## config.mk

```make
export PLATFORM = sky130hd
export DESIGN_NAME = uic_ulpi_ctrl
export DESIGN_NICKNAME = d
export VERILOG_FILES = /design/src/uic_pkg.sv /design/src/uic_pin_sync.sv /design/src/uic_reg_core.sv /design/src/uic_ulpi_ctrl.sv
export VERILOG_INCLUDE_DIRS = /design/src
export SDC_FILE = /design/constraint.sdc
export NUM_CORES = 1
export LEC_CHECK = 0
export BUFFER_PORTS_ARGS = -buffer_cell sky130_fd_sc_hd__buf_2
export CAP_MARGIN = 20
export CORE_UTILIZATION = 30
export CTS_CLUSTER_DIAMETER = 40
export DETAILED_ROUTE_END_ITERATION = 8
export GPL_TIMING_DRIVEN = 0
export SETUP_SLACK_MARGIN = 0.5
export SKIP_LAST_GASP = 1
export SYNTH_ARGS = -nofsm -noshare
export SYNTH_HDL_FRONTEND = slang
export SYNTH_HIERARCHICAL = 1
export SYNTH_SLANG_ARGS = --single-unit
```

## constraint.sdc

```tcl
create_clock -name clock -period 2.5 [get_ports clock]
set_input_delay 0.25 -clock clock [delete_from_list [all_inputs] [get_ports clock]]
set_output_delay 0.25 -clock clock [all_outputs]
set_load 0.05 [all_outputs]
```

## src/uic_params.svh

```systemverilog
// uic_params.svh: constants of the interface control register block
// assumes: included by bare name from the package and design files
`ifndef UIC_PARAMS_SVH
`define UIC_PARAMS_SVH

// =====================================
// register map
`define UIC_ADDR_CTRL 6'h07
`define UIC_ADDR_SET 6'h08
`define UIC_ADDR_CLR 6'h09
`define UIC_CTRL_RESET 8'h10
`define UIC_READ_UNMAPPED 8'h00

// =====================================
// bits cleared by the device itself
`define UIC_BIT_UART 2
`define UIC_BIT_SER3 1
`define UIC_BIT_SER6 0

// =====================================
// transmit command codes, data bits 7:6
`define UIC_CMD_WRITE 2'h2
`define UIC_CMD_READ 2'h3

// =====================================
// width of the synchronised pin vector
`define UIC_SYNC_W 12

`endif

```

## src/uic_pkg.sv

```systemverilog
// uic_pkg: types of the interface control register block
// assumes: uic_params.svh on the include path
`include "uic_params.svh"

package uic_pkg;

  // =====================================
  // register layout, bit 7 first
  typedef struct packed {
    logic guard_circuit_off;
    logic indicator_unqualified;
    logic indicator_invert;
    logic auto_wake_signal;
    logic serial_clock_keep_on_n;
    logic uart_mode_select;
    logic three_wire_serial_select;
    logic six_wire_serial_select;
  } uic_ctrl_t;

  // register access taken from the link
  typedef struct packed {
    logic wr;
    logic [5:0] addr;
    logic [7:0] data;
  } uic_reg_req_t;

  typedef enum logic [1:0] {
    UIC_TGT_NONE = 2'h0,
    UIC_TGT_CTRL = 2'h1,
    UIC_TGT_SET = 2'h2,
    UIC_TGT_CLR = 2'h3
  } uic_target_t;

  // link protocol states, gray on each step away from idle
  typedef enum logic [2:0] {
    UIC_ST_IDLE = 3'h0,
    UIC_ST_WR_CMD = 3'h1,
    UIC_ST_WR_DATA = 3'h3,
    UIC_ST_RD_CMD = 3'h4,
    UIC_ST_RD_TURN = 3'h5,
    UIC_ST_RD_DATA = 3'h7
  } uic_state_t;

  function automatic uic_target_t uic_decode(input logic [5:0] addr);
    uic_target_t t;
    t = UIC_TGT_NONE;
    if (addr == `UIC_ADDR_CTRL) t = UIC_TGT_CTRL;
    if (addr == `UIC_ADDR_SET) t = UIC_TGT_SET;
    if (addr == `UIC_ADDR_CLR) t = UIC_TGT_CLR;
    return t;
  endfunction : uic_decode

endpackage : uic_pkg

```

## src/uic_pin_sync.sv

```systemverilog
// uic_pin_sync: two-stage synchroniser for pins from outside the clock
// assumes: inputs are levels held at least two clock periods
`timescale 1ns/1ps
`default_nettype none

module uic_pin_sync #(
  parameter int W = 1
) (
  // clock and reset
  input wire logic clock,
  input wire logic rst_n,
  // pins
  input wire logic [W-1:0] async_in,
  output var logic [W-1:0] sync_out
);

  logic [W-1:0] meta_q;

  always_ff @(posedge clock) begin
    if (!rst_n) begin
      meta_q <= '0;
      sync_out <= '0;
    end else begin
      meta_q <= async_in;
      sync_out <= meta_q;
    end
  end

endmodule : uic_pin_sync

`default_nettype wire

```

## src/uic_reg_core.sv

```systemverilog
// uic_reg_core: interface control register with set and clear aliases
// assumes: one write request per cycle, mode-exit pulses on this clock
`timescale 1ns/1ps
`default_nettype none
`include "uic_params.svh"

module uic_reg_core (
  // clock and reset
  input wire logic clock,
  input wire logic rst_n,
  // access from the link
  input wire uic_pkg::uic_reg_req_t req,
  output logic [7:0] rd_data,
  // device mode exits
  input wire logic uart_mode_exit,
  input wire logic serial_mode_exit,
  // register value
  output uic_pkg::uic_ctrl_t ctrl_q
);

  uic_pkg::uic_target_t tgt;
  uic_pkg::uic_ctrl_t ctrl_d;
  logic [7:0] hw_clr;
  logic [7:0] base;

  assign tgt = uic_pkg::uic_decode(req.addr);
  assign rd_data = (tgt == uic_pkg::UIC_TGT_NONE) ? `UIC_READ_UNMAPPED : ctrl_q;

  // =====================================
  // next value
  always_comb begin
    hw_clr = 8'h00;
    hw_clr[`UIC_BIT_UART] = uart_mode_exit;
    hw_clr[`UIC_BIT_SER3] = serial_mode_exit;
    hw_clr[`UIC_BIT_SER6] = serial_mode_exit;
    base = ctrl_q & ~hw_clr;
    ctrl_d = uic_pkg::uic_ctrl_t'(base);
    if (req.wr) begin
      unique case (tgt)
        uic_pkg::UIC_TGT_CTRL: ctrl_d = uic_pkg::uic_ctrl_t'(req.data);
        uic_pkg::UIC_TGT_SET: ctrl_d = uic_pkg::uic_ctrl_t'(base | req.data);
        uic_pkg::UIC_TGT_CLR: ctrl_d = uic_pkg::uic_ctrl_t'(base & ~req.data);
        uic_pkg::UIC_TGT_NONE: ctrl_d = uic_pkg::uic_ctrl_t'(base);
      endcase
    end
  end

  always_ff @(posedge clock) begin
    if (!rst_n) begin
      ctrl_q <= uic_pkg::uic_ctrl_t'(`UIC_CTRL_RESET);
    end else begin
      ctrl_q <= ctrl_d;
    end
  end
endmodule : uic_reg_core

`default_nettype wire

```

## src/uic_ulpi_ctrl.sv

```systemverilog
// uic_ulpi_ctrl: interface control register reached over ULPI register access
// assumes: link clock much slower than clock; link drives pins after its rising edge
// What this block does
// - The interface control register is an 8-bit read-write register at address 0x07.
// - Bit 7 resets to 0 and, when set, switches off the interface guard circuitry.
// - Bit 5 resets to 0 and, when set, inverts the external bus-power flag.
// - Bit 6 resets to 0; when clear the flag is ANDed with the internal valid comparator.
// - Bit 4 resets to 1 and enables automatic resume signalling while set.
// - Bit 3 resets to 0 and keeps the clock powered in serial and UART modes when set.
// - Bit 3 is ignored while low_power_n is 0.
// - Bit 2 resets to 0 and, when set, turns the pins into a UART interface.
// - The device clears bit 2 itself when UART mode is exited.
// - Bit 1 resets to 0 and, when set, selects the 3-pin serial interface.
// - Bit 0 resets to 0 and, when set, selects the 6-pin serial interface.
// - The device clears the serial select bits itself when serial mode is exited.
// - Address 0x08 sets the bits written as 1 and reads back the register.
// - Address 0x09 clears the bits written as 1 and reads back the register.
`timescale 1ns/1ps
`default_nettype none
`include "uic_params.svh"

module uic_ulpi_ctrl (
  // clock and reset
  input wire logic clock,
  input wire logic rst_n,
  // link pins
  input wire logic ulpi_clk_in,
  input wire logic ulpi_stp,
  input wire logic [7:0] ulpi_data_i,
  output logic [7:0] ulpi_data_o,
  output logic ulpi_data_oe,
  output logic ulpi_dir,
  output logic ulpi_nxt,
  // bus power sensing
  input wire logic ext_bus_power_flag_in,
  input wire logic bus_power_valid_in,
  output logic rxcmd_bus_power,
  // device mode logic
  input wire logic low_power_n,
  input wire logic uart_mode_exit,
  input wire logic serial_mode_exit,
  // controls to the transceiver
  output logic guard_active,
  output logic auto_wake_enable,
  output logic uart_mode,
  output logic three_wire_mode,
  output logic six_wire_mode,
  output logic serial_clock_powered
);

  logic [`UIC_SYNC_W-1:0] sync_s;
  logic clk_s;
  logic stp_s;
  logic [7:0] data_s;
  logic flag_s;
  logic valid_s;
  logic clk_prev_q;
  logic link_fall;
  logic [1:0] cmd;
  uic_pkg::uic_state_t state_q;
  logic [5:0] addr_q;
  logic [7:0] wdata_q;
  logic [7:0] rd_data;
  logic [7:0] data_o_q;
  logic bus_power_q;
  logic clk_power_q;
  logic comp;
  uic_pkg::uic_reg_req_t req;
  uic_pkg::uic_ctrl_t ctrl_q;
  logic [1:0] frame_falls_q;

  // =====================================
  // pin synchronisers and link clock edge
  uic_pin_sync #(
    .W(`UIC_SYNC_W)
  ) u_sync (
    .clock(clock),
    .rst_n(rst_n),
    .async_in({bus_power_valid_in, ext_bus_power_flag_in, ulpi_stp, ulpi_data_i,
               ulpi_clk_in}),
    .sync_out(sync_s)
  );

  assign clk_s = sync_s[0];
  assign data_s = sync_s[8:1];
  assign stp_s = sync_s[9];
  assign flag_s = sync_s[10];
  assign valid_s = sync_s[11];
  assign cmd = data_s[7:6];

  always_ff @(posedge clock) begin
    if (!rst_n) begin
      clk_prev_q <= 1'b0;
    end else begin
      clk_prev_q <= clk_s;
    end
  end

  // pins are sampled mid-period, on the falling link edge
  assign link_fall = clk_prev_q && !clk_s;

  // =====================================
  // register access protocol
  always_ff @(posedge clock) begin
    if (!rst_n) begin
      state_q <= uic_pkg::UIC_ST_IDLE;
      addr_q <= 6'h00;
      wdata_q <= 8'h00;
    end else if (link_fall) begin
      unique case (state_q)
        uic_pkg::UIC_ST_IDLE: begin
          addr_q <= data_s[5:0];
          if (cmd == `UIC_CMD_WRITE) begin
            state_q <= uic_pkg::UIC_ST_WR_CMD;
          end else if (cmd == `UIC_CMD_READ) begin
            state_q <= uic_pkg::UIC_ST_RD_CMD;
          end
        end
        uic_pkg::UIC_ST_WR_CMD: begin
          wdata_q <= data_s;
          state_q <= stp_s ? uic_pkg::UIC_ST_IDLE : uic_pkg::UIC_ST_WR_DATA;
        end
        uic_pkg::UIC_ST_WR_DATA: begin
          if (stp_s) begin
            state_q <= uic_pkg::UIC_ST_IDLE;
          end
        end
        uic_pkg::UIC_ST_RD_CMD: state_q <= uic_pkg::UIC_ST_RD_TURN;
        uic_pkg::UIC_ST_RD_TURN: state_q <= uic_pkg::UIC_ST_RD_DATA;
        uic_pkg::UIC_ST_RD_DATA: state_q <= uic_pkg::UIC_ST_IDLE;
        default: state_q <= uic_pkg::UIC_ST_IDLE;
      endcase
    end
  end

  // write commits when the link stops after the data byte
  always_comb begin
    req.wr = link_fall && stp_s && state_q == uic_pkg::UIC_ST_WR_DATA;
    req.addr = addr_q;
    req.data = wdata_q;
  end

  // read data loaded as the bus turns round to the device
  always_ff @(posedge clock) begin
    if (!rst_n) begin
      data_o_q <= 8'h00;
    end else if (link_fall && state_q == uic_pkg::UIC_ST_RD_TURN) begin
      data_o_q <= rd_data;
    end
  end

  assign ulpi_data_o = data_o_q;
  assign ulpi_nxt = state_q == uic_pkg::UIC_ST_WR_CMD || state_q == uic_pkg::UIC_ST_WR_DATA
                    || state_q == uic_pkg::UIC_ST_RD_CMD;
  assign ulpi_dir = state_q == uic_pkg::UIC_ST_RD_TURN || state_q == uic_pkg::UIC_ST_RD_DATA;
  assign ulpi_data_oe = state_q == uic_pkg::UIC_ST_RD_DATA;

  // =====================================
  // register bank
  uic_reg_core u_core (
    .clock(clock),
    .rst_n(rst_n),
    .req(req),
    .rd_data(rd_data),
    .uart_mode_exit(uart_mode_exit),
    .serial_mode_exit(serial_mode_exit),
    .ctrl_q(ctrl_q)
  );

  // =====================================
  // bus power state for the receive command
  assign comp = flag_s ^ ctrl_q.indicator_invert;

  always_ff @(posedge clock) begin
    if (!rst_n) begin
      bus_power_q <= 1'b0;
    end else if (ctrl_q.indicator_unqualified) begin
      bus_power_q <= comp;
    end else begin
      bus_power_q <= comp && valid_s;
    end
  end

  assign rxcmd_bus_power = bus_power_q;

  // =====================================
  // clock power in serial and uart modes
  always_ff @(posedge clock) begin
    if (!rst_n) begin
      clk_power_q <= 1'b0;
    end else begin
      clk_power_q <= low_power_n && ctrl_q.serial_clock_keep_on_n
                     && (ctrl_q.uart_mode_select || ctrl_q.three_wire_serial_select
                         || ctrl_q.six_wire_serial_select);
    end
  end

  assign serial_clock_powered = clk_power_q;

  // =====================================
  // mode and feature controls
  assign guard_active = !ctrl_q.guard_circuit_off;
  assign auto_wake_enable = ctrl_q.auto_wake_signal;
  assign uart_mode = ctrl_q.uart_mode_select;
  assign three_wire_mode = ctrl_q.three_wire_serial_select;
  assign six_wire_mode = ctrl_q.six_wire_serial_select;

  // =====================================
  // checks

  // link falls since the command, read by the frame checks
  always_ff @(posedge clock) begin
    if (!rst_n) begin
      frame_falls_q <= 2'h0;
    end else if (link_fall) begin
      if (state_q == uic_pkg::UIC_ST_IDLE) begin
        frame_falls_q <= 2'h0;
      end else if (frame_falls_q != 2'h3) begin
        frame_falls_q <= frame_falls_q + 2'h1;
      end
    end
  end
endmodule : uic_ulpi_ctrl

`default_nettype wire

```

==> summary.md, run 1 <==
| Metric | Value |
|---|---|
| Area Growth Syn to Fin | 25.5% |
| Largest net degree at the start of global routing | 13 |
| Top-Level Pins | 35 |
| Floorplan die width | just over 90 um |
| Comb pwr share | 0.030 |
| CTS tree | built |
| Min-Delay Startpoint | ulpi_data_i[0] |
| CP cell instances | or3b_4, or4b_4, and3_1, a311o_1 |
| Initial antenna violation count | 0 |
| Place WS | 0.185 ns |
| Sequential power share | 0.489 |
| Final Hold Viols | 0 |
| Fmax | 517 MHz |
| Post-DRT Antenna Nets | 0 |
| Die height | 90.6 um |
| Non-filler cells in the finished layout | 403 |
| Synth Flop Type | dfxtp_1 |
| Sw frac | 0.219 |
| Worst path slowest cell | or4b_4 |
| Setup-failing EPs final | 0 |
| Clk_lat worst skew | 0.34 ns |
| WL per Instance | 12.4 um |
| Placed inst area | ~2700 sq um |
| Dpl cells | about 380 |
| Syn avg cell area | 9.41 sq um |
| Clock sinks | 60 |
| Nets | ~320 |
| Internal power | 0.00157 W |
| CP Max Fanout | 5 |
| Tmin final | 1.93 ns |
| Vias in the first global route | 1,790 |
| Rel. slew slack | 0.650 |
| Antenna cells | 0 |
| Top cell type's share of synthesized area | 0.510 |
| Worst hold path type | in2reg |
| Port-buffer cells | 34 |
| Root Buffer | clkbuf_8 |
| Seq/Total Area, Yosys | 0.510 |
| Post-synth EDFFs | 0 |
| Worst Setup SP | addr_q[3] |
| CP peak stage delay | 0.53 ns |
| Clock share of power | 0.481 |
| FFs w/ async S/R, synth | 0 |
| Synth Instances | 250 |
| Setup Skew | 0.00719 ns |
| Starting Density | 0.318 |
| WP data arrival | roughly 2.2 ns |
| Layout cells sized above 1 | 0.303 |
| Routed vias | ~1,900 |
| # fillers | between 700 and 800 |
| Total grt overflow | 0 |
| Final Max Slew Viols | 0 |
| Pwr dens | 680 nW/um^2 |
| Final instance area | 2950 sq um |
| Final TNS setup | 0 ns |
| Setup ws final | 0.565 ns |
| Met2 WL post-DR | 2.27 mm |
| Metal1 wirelength | 2.39 mm |
| Routed WL | 4.99 mm |
| DRT Pass-1 Iters | 5 |
| Element type at the critical path start | flop |
| Starting DRC count in detailed routing | 103 |
| Clk pin slew, worst setup/hold paths | 0.07 ns |
| Core Util, Final | 0.399 |
| Worst vdd ir | 446 uV |
| Yosys warnings | 6 |
| Die area | 8200 sq um |
| Hold_buf cts | 0 |
| Maxcap violations | 0 |
| Rows | 31 |
| Reg2reg start | addr_q[3] |
| RSZ-0062 raised after global routing | false |
| Sw Pwr | 0.000439 W |
| Final GP Congestion | 0.799 |
| Worst setup path category | reg2reg |
| Yosys top cell by area | dfxtp_1 |
| Unique masters post-synth | between 40 and 50 |
| Post-route clock period utilization | 0.774 |
| Global Route Usage Sum | 0.133 |
| H-Tree Depth | 3 |
| Post-Syn Nets | 267 |
| Dpl hpwl | 3.59 mm |
| WL met3 | 276 um |
| Leakage Power | 1.14 nW |
| First-pass GRT wire length | 8.59 mm |
| CTS buffer count | 9 |
| Top Metal Used | met4 |
| # DRC | 0 |
| Bufs on Longest Clock Path | 2 |
| Synth Cell Area | 2350 sq um |
| CORE AREA | 7410 sq um |
| Area contributors post-synth | dfxtp_1, and2_2, nand3_1 |
| Drt via density | 4.75 |
| Measured slew at the worst slew-check pin | 0.524 ns |
| Critical path capture point type | flop |
| Outcome | completed |
| Synthesis-stage register bit count | 60 |
| Worst path required time | approximately 2.7 ns |
path summary, 6_finish.rpt:
path         slack (ns)                 end  depth (start not counted)
min reg2reg        0.43  u_sync/sync_out[8]                          1
max                0.57    u_core/ctrl_q[4]                          4
min                0.12    u_sync/meta_q[1]                          2
max reg2reg        0.57    u_core/ctrl_q[4]                          4
logic make-up after synthesis:
kind of cell | after synthesis | share of synthesized area
flip-flops | 60 | 0.510
buffers and inverters | 19 | 0.0436
multiplexers | 4 | 0.0175
AND/OR/NAND/NOR | 103 | 0.277
AO/OA/AOI/OAI | 64 | 0.152
layout make-up:
cell class	instances	area, sq um	share of cell area
Sequential cell	60	1200	0.407
Clock inverter	7	101	0.0343
Inverter	5	18.8	0.00635
Multi-Input combinational cell	171	1080	0.367
Buffer	14	100	0.0339
Timing Repair Buffer	38	200	0.0678
Tap cell	99	124	0.0419
Clock buffer	9	124	0.0419
worst max-delay path: cells and delay by family, from the launching register on:
family | cells | cell delay (ns)
flip-flops | 1 | 0.35
AND/OR/NAND/NOR | 3 | 1.15
AO/OA/AOI/OAI | 1 | 0.31
power by group through the flow:
stage,registers (W),logic [W],clock network [W]
2_1_floorplan,0.00100,0.0000379,0
3_3_place_gp,0.00100,0.0000597,0
3_5_place_dp,0.00100,0.0000608,0
4_1_cts,0.000983,0.0000612,0.000990
5_1_grt,0.000985,0.0000683,0.00103
6_report,0.000983,0.0000608,0.000966
sequential cells by signal, indices dropped and copies added (netlist names):
name and flops:
u_sync/sync_out 12, clk_prev_q 1, ulpi_data_o 8, state_q 3, addr_q 6, u_sync/meta_q 12
serial_clock_powered 1, u_core/ctrl_q 8, wdata_q 8, rxcmd_bus_power 1
routing by layer:
| metal | up-vias | GRT usage |
|---|---|---|
| li1 | 985 | - |
| met1 | 862 | 0.167 |
| met2 | 63 | 0.205 |
| met3 | 6 | 0.0480 |
| met4 | 0 | 0.0591 |
| met5 | - | 0 |
through the flow:
step / total power [W] / hold slack, ns
after CTS: 0.00203 / 0.0982
after floorplan: 0.00104 / 0.377
after global placement: 0.00106 / 0.417
after global routing: 0.00208 / 0.0951
after detailed placement: 0.00107 / 0.419
final: 0.00201 / 0.117
layout by cell type (no fill, tap or decap), types with 3 or more instances in the layout:
master / count
buf_6: 5
o22ai_1: 3
buf_4: 6
o21ai_1: 10
clkbuf_1: 5
mux2i_1: 3
nand2_1: 8
nand3_1: 27
o21ai_0: 18
buf_2: 36
nor2b_1: 3
clkinv_4: 3
nor3_1: 5
a21oi_1: 23
dfxtp_1: 60
nand4b_1: 4
and2_1: 16
inv_1: 3
clkbuf_8: 9
and2_2: 18
Yosys cell counts, types with 2 or more instances:
cell / n
clkinv_1: 2
or3b_4: 2
mux2i_1: 3
dfxtp_1: 60
buf_2: 4
clkbuf_1: 6
nor2b_1: 3
nand4b_1: 4
and2_2: 18
a21oi_1: 23
nand3_1: 27
nand2_1: 8
o21ai_0: 18
nor3b_1: 2
and2_1: 16
nand4_1: 2
o22ai_1: 3
nor3_1: 5
and3_1: 2
nand2b_1: 2
nor2_1: 2
a211oi_1: 2
inv_1: 3
buf_6: 3
nand3b_1: 2
o21ai_1: 10
timing repair:
action	CTS	global route
setup buffers	2	2
endpoints found under the setup margin	16	7
pin swaps	0	1
resized for setup	4	7
(Power assumes the default switching activity.)
==> run 2: changes to the inputs <==
clock period = 1.6 ns   (was 2.5 ns; I/O delays follow)
==> summary.md, run 2 (synthesis results as in run 1) <==
| Metric | Value |
|---|---|
| Reg2reg path depth | 4 (unchanged) |
| Total grt overflow | 0 (unchanged) |
| CTS buffer count | 9 (unchanged) |
| Post-route clock period utilization | 1.13 (+0.356) |
| Fmax | 553 MHz (+7.0%) |
| Worst Setup SP | addr_q[1] |
| Layout cells sized above 1 | 0.502 (+0.199) |
| Buf/Inv on CP | 0 (unchanged) |
| Die height | 90.6 um (unchanged) |
| Largest net degree at the start of global routing | 13 (unchanged) |
| Starting Density | 0.318 (unchanged) |
| Setup ws final | -0.208 ns (-0.774 ns) |
| H-Tree Depth | 3 (unchanged) |
| Final Hold Viols | 0 (unchanged) |
| # fillers | 722 (-2.8%) |
| Place WS | -0.521 ns (-0.707 ns) |
| Element type at the critical path start | flop |
| Critical path capture point type | flop |
| Measured slew at the worst slew-check pin | 0.593 ns (+0.0698 ns) |
| Starting DRC count in detailed routing | 100 (-2.9%) |
| Post-DRT Antenna Nets | 0 (unchanged) |
| Most common cell after layout, fill and taps aside | dfxtp_1 |
| Top cell family by delay on the critical path | simple AND/OR/NAND/NOR gates |
| Antenna cells | 0 (unchanged) |
| CORE AREA | 7410 sq um (unchanged) |
| Port-buffer cells | 34 (unchanged) |
| CP Max Fanout | 4 (-1) |
| Register area | 1220 sq um (+1.8%) |
| R2r setup slk | -0.21 ns (-0.77 ns) |
| Failing checks | negative setup slack |
| Outcome | finished with violations |
| Most frequent cells in the layout | dfxtp_1, buf_6, nand3_1 |
| Dpl cells | 383 (unchanged) |
| Non-filler cells in the finished layout | 432 (+7.2%) |
| Worst path depth | 4 (unchanged) |
| Tmin final | 1.81 ns (-0.126 ns) |
| CTS tree | built |
| Maxcap violations | 0 (unchanged) |
| Clk_lat worst skew | 0.34 ns (about the same) |
| Top flop regs | u_sync/meta_q: 12 flops, u_sync/sync_out: 12 flops |
| WP data arrival | 2.04 ns (-0.12 ns) |
| Routed WL | 6.00 mm (+20%) |
| Die area | 8200 sq um (unchanged) |
| Setup Skew | 0.00906 ns (+0.00187 ns) |
| DRT Pass-1 Iters | 4 (-1) |
| First-pass GRT wire length | 9.35 mm (+8.8%) |
| Root Buffer | clkbuf_8 |
| Setup-failing EPs final | 16 (+16) |
| CP Capture Point | u_core/ctrl_q[4] |
| Global Route Usage Sum | 0.149 (+0.0152) |
| Final Max Slew Viols | 0 (unchanged) |
| # DRC | 0 (unchanged) |
| Vias in the first global route | 1,926 (+7.6%) |
| Pwr dens | 892 nW/um^2 (+31%) |
| CP peak stage delay | 0.53 ns (about the same) |
| Leakage Power | 1.37 nW (+21%) |
| Worst hold path type | in2reg |
| RSZ-0062 raised after global routing | true |
| R2R Path End | u_core/ctrl_q[4] |
| Initial antenna violation count | 0 (unchanged) |
| Drt via density | 4.77 (+0.25%) |
| Routed vias | 2,059 (+7.5%) |
| Worst path slowest cell | or4b_4 |
| Bufs on Longest Clock Path | 2 (unchanged) |
| Final GP Congestion | 0.836 (+4.7%) |
| Clock sinks | 60 (unchanged) |
| Rel. slew slack | 0.604 (-0.0459) |
| CP cell instances | or3b_4, or4b_4, and3_4, a311o_1 |
| Rows | 31 (unchanged) |
| Area Growth Syn to Fin | 51.5% |
| Worst vdd ir | 473 uV (+6.0%) |
| Top-Level Pins | 35 (unchanged) |
| Clk pin slew, worst setup/hold paths | 0.07 ns (about the same) |
| Floorplan die width | 90.6 um (unchanged) |
| Nets | 346 (+9.5%) |
| Worst setup path category | reg2reg |
| Worst path required time | 1.83 ns (-0.90 ns) |
| WL per Instance | 13.9 um (+12%) |
| Reg2reg start | addr_q[1] |
| Area taken by multi-input logic gates | 1260 sq um (+16%) |
| Dpl hpwl | 3.69 mm (+2.9%) |
-- run 2: worst min path at each step --
| stage | start | to | slack [ns] | cells past startpoint |
|---|---|---|---|---|
| 6_report | ulpi_data_i[0] | u_sync/meta_q[1] | 0.02 | 2 |
| 3_5_place_dp | ulpi_data_i[0] | u_sync/meta_q[1] | 0.37 | 2 |
| 3_3_place_gp | ulpi_data_i[0] | u_sync/meta_q[1] | 0.37 | 2 |
| 5_1_grt | ulpi_clk_in | u_sync/meta_q[0] | 0.01 | 2 |
| 2_1_floorplan | rst_n | clk_prev_q | 0.29 | 1 |
| 4_1_cts | ulpi_data_i[0] | u_sync/meta_q[1] | 0.003 | 2 |
-- run 2: area by class of cell --
class	count	share of cell area
timing repair buffer	68	0.162
clock buffer	11	0.0425
sequential	60	0.343
clock inverter	4	0.0204
tap	99	0.0347
inverter	5	0.00527
multi-input combinational	171	0.353
buffer	14	0.0390
-- run 2: metrics by stage --
stage / instance area, sq um / hold slack, ns / TNS, ns / power [W] / util
floorplan: 2420 / 0.287 / -0.719 / 0.00163 / -
global placement: 2710 / 0.367 / -5.40 / 0.00167 / 0.366
detailed placement: 2710 / 0.368 / -6.31 / 0.00167 / 0.366
CTS: 3360 / 0.00271 / -1.84 / 0.00321 / 0.453
global route: 3560 / 0.0106 / -3.20 / 0.00331 / 0.481
finish: 3560 / 0.0232 / -1.79 / 0.00318 / 0.481
-- run 2: what timing repair did --
item / in CTS / in global routing
endpoints found under the setup margin: 43 / 46
pin swaps: 20 / 17
hold buffers: 0 / 0
setup buffers: 26 / 7
cloned: 1 / 0
gates resized for setup: 69 / 46
-- run 2: where the power goes --
part	switching [W]	internal, W	total, W
Combinational	0.0000550	0.0000582	0.000113
Clock	0.000581	0.000950	0.00153
Sequential	0.0000174	0.00152	0.00154
-- run 2: layer usage --
layer / wire [um] / track usage / share of wire
met2: 2920 / 0.245 / 0.49
met1: 2760 / 0.175 / 0.46
met4: 100 / 0.0712 / 0.017
met3: 215 / 0.0455 / 0.036
met5: 0 / 0 / 0
==> run 3: changes to the inputs <==
CTS_CLUSTER_DIAMETER = 80   (was 40)
SKIP_CTS_REPAIR_TIMING = 1   (was not set)
==> summary.md, run 3 (synthesis results as in run 1) <==
| Metric | Value |
|---|---|
| Outcome | finished with violations |
| Failing checks | negative setup slack |
| # DRC | 0 (unchanged) |
| WP data arrival | 2.13 ns (+0.09 ns) |
| Rows | 31 (unchanged) |
| Clock sinks | 60 (unchanged) |
| Most frequent cells in the layout | dfxtp_1, buf_4, nand3_1 |
| Final Hold Viols | 0 (unchanged) |
| Worst path depth | 7 (+3) |
| Nets | 339 (-2.0%) |
| Rel. slew slack | 0.653 (+0.0488) |
| Final Max Slew Viols | 0 (unchanged) |
| R2R Path End | u_core/ctrl_q[4] |
| Die height | 90.6 um (unchanged) |
| Critical path capture point type | flop |
| CP Capture Point | u_core/ctrl_q[4] |
| Worst Setup SP | state_q[2] |
| Root Buffer | clkbuf_8 |
| Measured slew at the worst slew-check pin | 0.520 ns (-0.0733 ns) |
| Setup-failing EPs final | 16 (unchanged) |
| Core Util, Final | 0.459 (-0.0218) |
| Vias in the first global route | 1,747 (-9.3%) |
| Min-Delay Startpoint | ulpi_data_i[0] |
| Final TNS setup | -2.71 ns (-0.922 ns) |
| Routed WL | 5.67 mm (-5.4%) |
| Non-filler cells in the finished layout | 425 (-1.6%) |
| Drt via density | 4.73 (-0.67%) |
| WL per Instance | 13.4 um (-3.8%) |
| Setup ws final | -0.305 ns (-0.0963 ns) |
| Fmax | 525 MHz (-5.1%) |
| Post-route clock period utilization | 1.19 (+0.0602) |
| Bufs on Longest Clock Path | 2 (unchanged) |
| # fillers | 737 (+2.1%) |
| Worst hold path type | in2reg |
| Dpl cells | 383 (unchanged) |
| Clk_lat worst skew | 0.33 ns (about the same) |
| Antenna cells | 0 (unchanged) |
| R2r setup slk | -0.30 ns (-0.10 ns) |
| CTS buffer count | 9 (unchanged) |
| Global Route Usage Sum | 0.137 (-0.0113) |
| First-pass GRT wire length | 8.66 mm (-7.4%) |
| Tmin final | 1.90 ns (+0.0963 ns) |
| Worst setup path category | reg2reg |
| H-Tree Depth | 3 (unchanged) |
| RSZ-0062 raised after global routing | true |
| Reg2reg start | state_q[2] |
| Worst vdd ir | 460 uV (-2.7%) |
| Area Growth Syn to Fin | 44.6% |
| DRT Pass-1 Iters | 4 (unchanged) |
| Register area | 1220 sq um (-0.41%) |
| Clk pin slew, worst setup/hold paths | 0.07 ns (about the same) |
| Dpl hpwl | 3.69 mm (unchanged) |
| Leakage Power | 1.31 nW (-4.5%) |
| Total grt overflow | 0 (unchanged) |
| Top-Level Pins | 35 (unchanged) |
| CP Max Fanout | 6 (+2) |
| Layout cells sized above 1 | 0.469 (-0.0322) |
| Starting Density | 0.318 (unchanged) |
| Maxcap violations | 0 (unchanged) |
| Post-DRT Antenna Nets | 0 (unchanged) |
| Initial antenna violation count | 0 (unchanged) |
| Worst path slowest cell | dfxtp_4 |
| Element type at the critical path start | flop |
| Starting DRC count in detailed routing | 91 (-9.0%) |
| Reg2reg path depth | 7 (+3) |
| CP cell instances | buf_6, nand4b_1, nor2_4, nor3b_4, a21boi_4, nand2_1, a311o_1 |
| Area taken by multi-input logic gates | 1220 sq um (-3.2%) |
| Largest net degree at the start of global routing | 13 (unchanged) |
| Top cell family by delay on the critical path | simple AND/OR/NAND/NOR gates |
| Most common cell after layout, fill and taps aside | dfxtp_1 |
| Routed vias | 2,012 (-2.3%) |
| CP peak stage delay | 0.35 ns (-0.18 ns) |
| Top flop regs | u_sync/meta_q: 12 flops, u_sync/sync_out: 12 flops |
| Setup Skew | 0.0101 ns (+0.00105 ns) |
| Worst path required time | 1.83 ns (about the same) |
| Buf/Inv on CP | 1 (+1) |
| CTS tree | built |
| Floorplan die width | 90.6 um (unchanged) |
| Port-buffer cells | 34 (unchanged) |
| Pwr dens | 933 nW/um^2 (+4.5%) |
| CORE AREA | 7410 sq um (unchanged) |
| Final GP Congestion | 0.836 (unchanged) |
| Die area | 8200 sq um (unchanged) |
==> run 3: cell types whose count changed in the layout (fill, tap and decap cells not counted), sizes merged <==
| cell | delta |
|---|---|
| buf | -7 |
==> run 3: worst min path at each step <==
stage | slack [ns] | endpoint | cells after the start
global route | 0.01 | u_sync/meta_q[0] | 2
floorplan | 0.29 | clk_prev_q | 1
finish | 0.03 | u_sync/meta_q[1] | 2
CTS | 0.003 | u_sync/meta_q[1] | 2
global placement | 0.37 | u_sync/meta_q[1] | 2
detailed placement | 0.37 | u_sync/meta_q[1] | 2
==> run 3: area by class of cell <==
type                            count  area share
Buffer                             14      0.0375
Clock buffer                       11      0.0445
Clock inverter                      4      0.0213
Inverter                            5     0.00551
Multi-Input combinational cell    171       0.358
Sequential cell                    60       0.358
Tap cell                           99      0.0364
Timing Repair Buffer               61       0.139
==> run 3: routing by layer <==
| metal | up-vias | routed length (um) | track usage |
|---|---|---|---|
| met5 | - | 0 | 0 |
| met4 | 0 | 108 | 0.0645 |
| met3 | 10 | 253 | 0.0463 |
| met2 | 48 | 2630 | 0.210 |
| met1 | 924 | 2690 | 0.173 |
| li1 | 1030 | - | - |
==> run 3: report_power, final <==
part / internal, W / switching [W] / leakage, nW
Sequential: 0.00152 / 0.0000167 / 0.494
Combinational: 0.0000581 / 0.0000542 / 0.706
Clock: 0.000950 / 0.000573 / 0.111
Total: 0.00253 / 0.000644 / 1.31
==> run 3: stage by stage <==
stage	cell area, sq um	setup slack [ns]	hold slack (ns)	power [W]
global route	3400	-0.373	0.0134	0.00331
finish	3400	-0.305	0.0275	0.00317
CTS	2940	-0.526	0.00271	0.00320
global placement	2710	-0.413	0.367	0.00167
detailed placement	2710	-0.521	0.368	0.00167
floorplan	2420	-0.233	0.287	0.00163
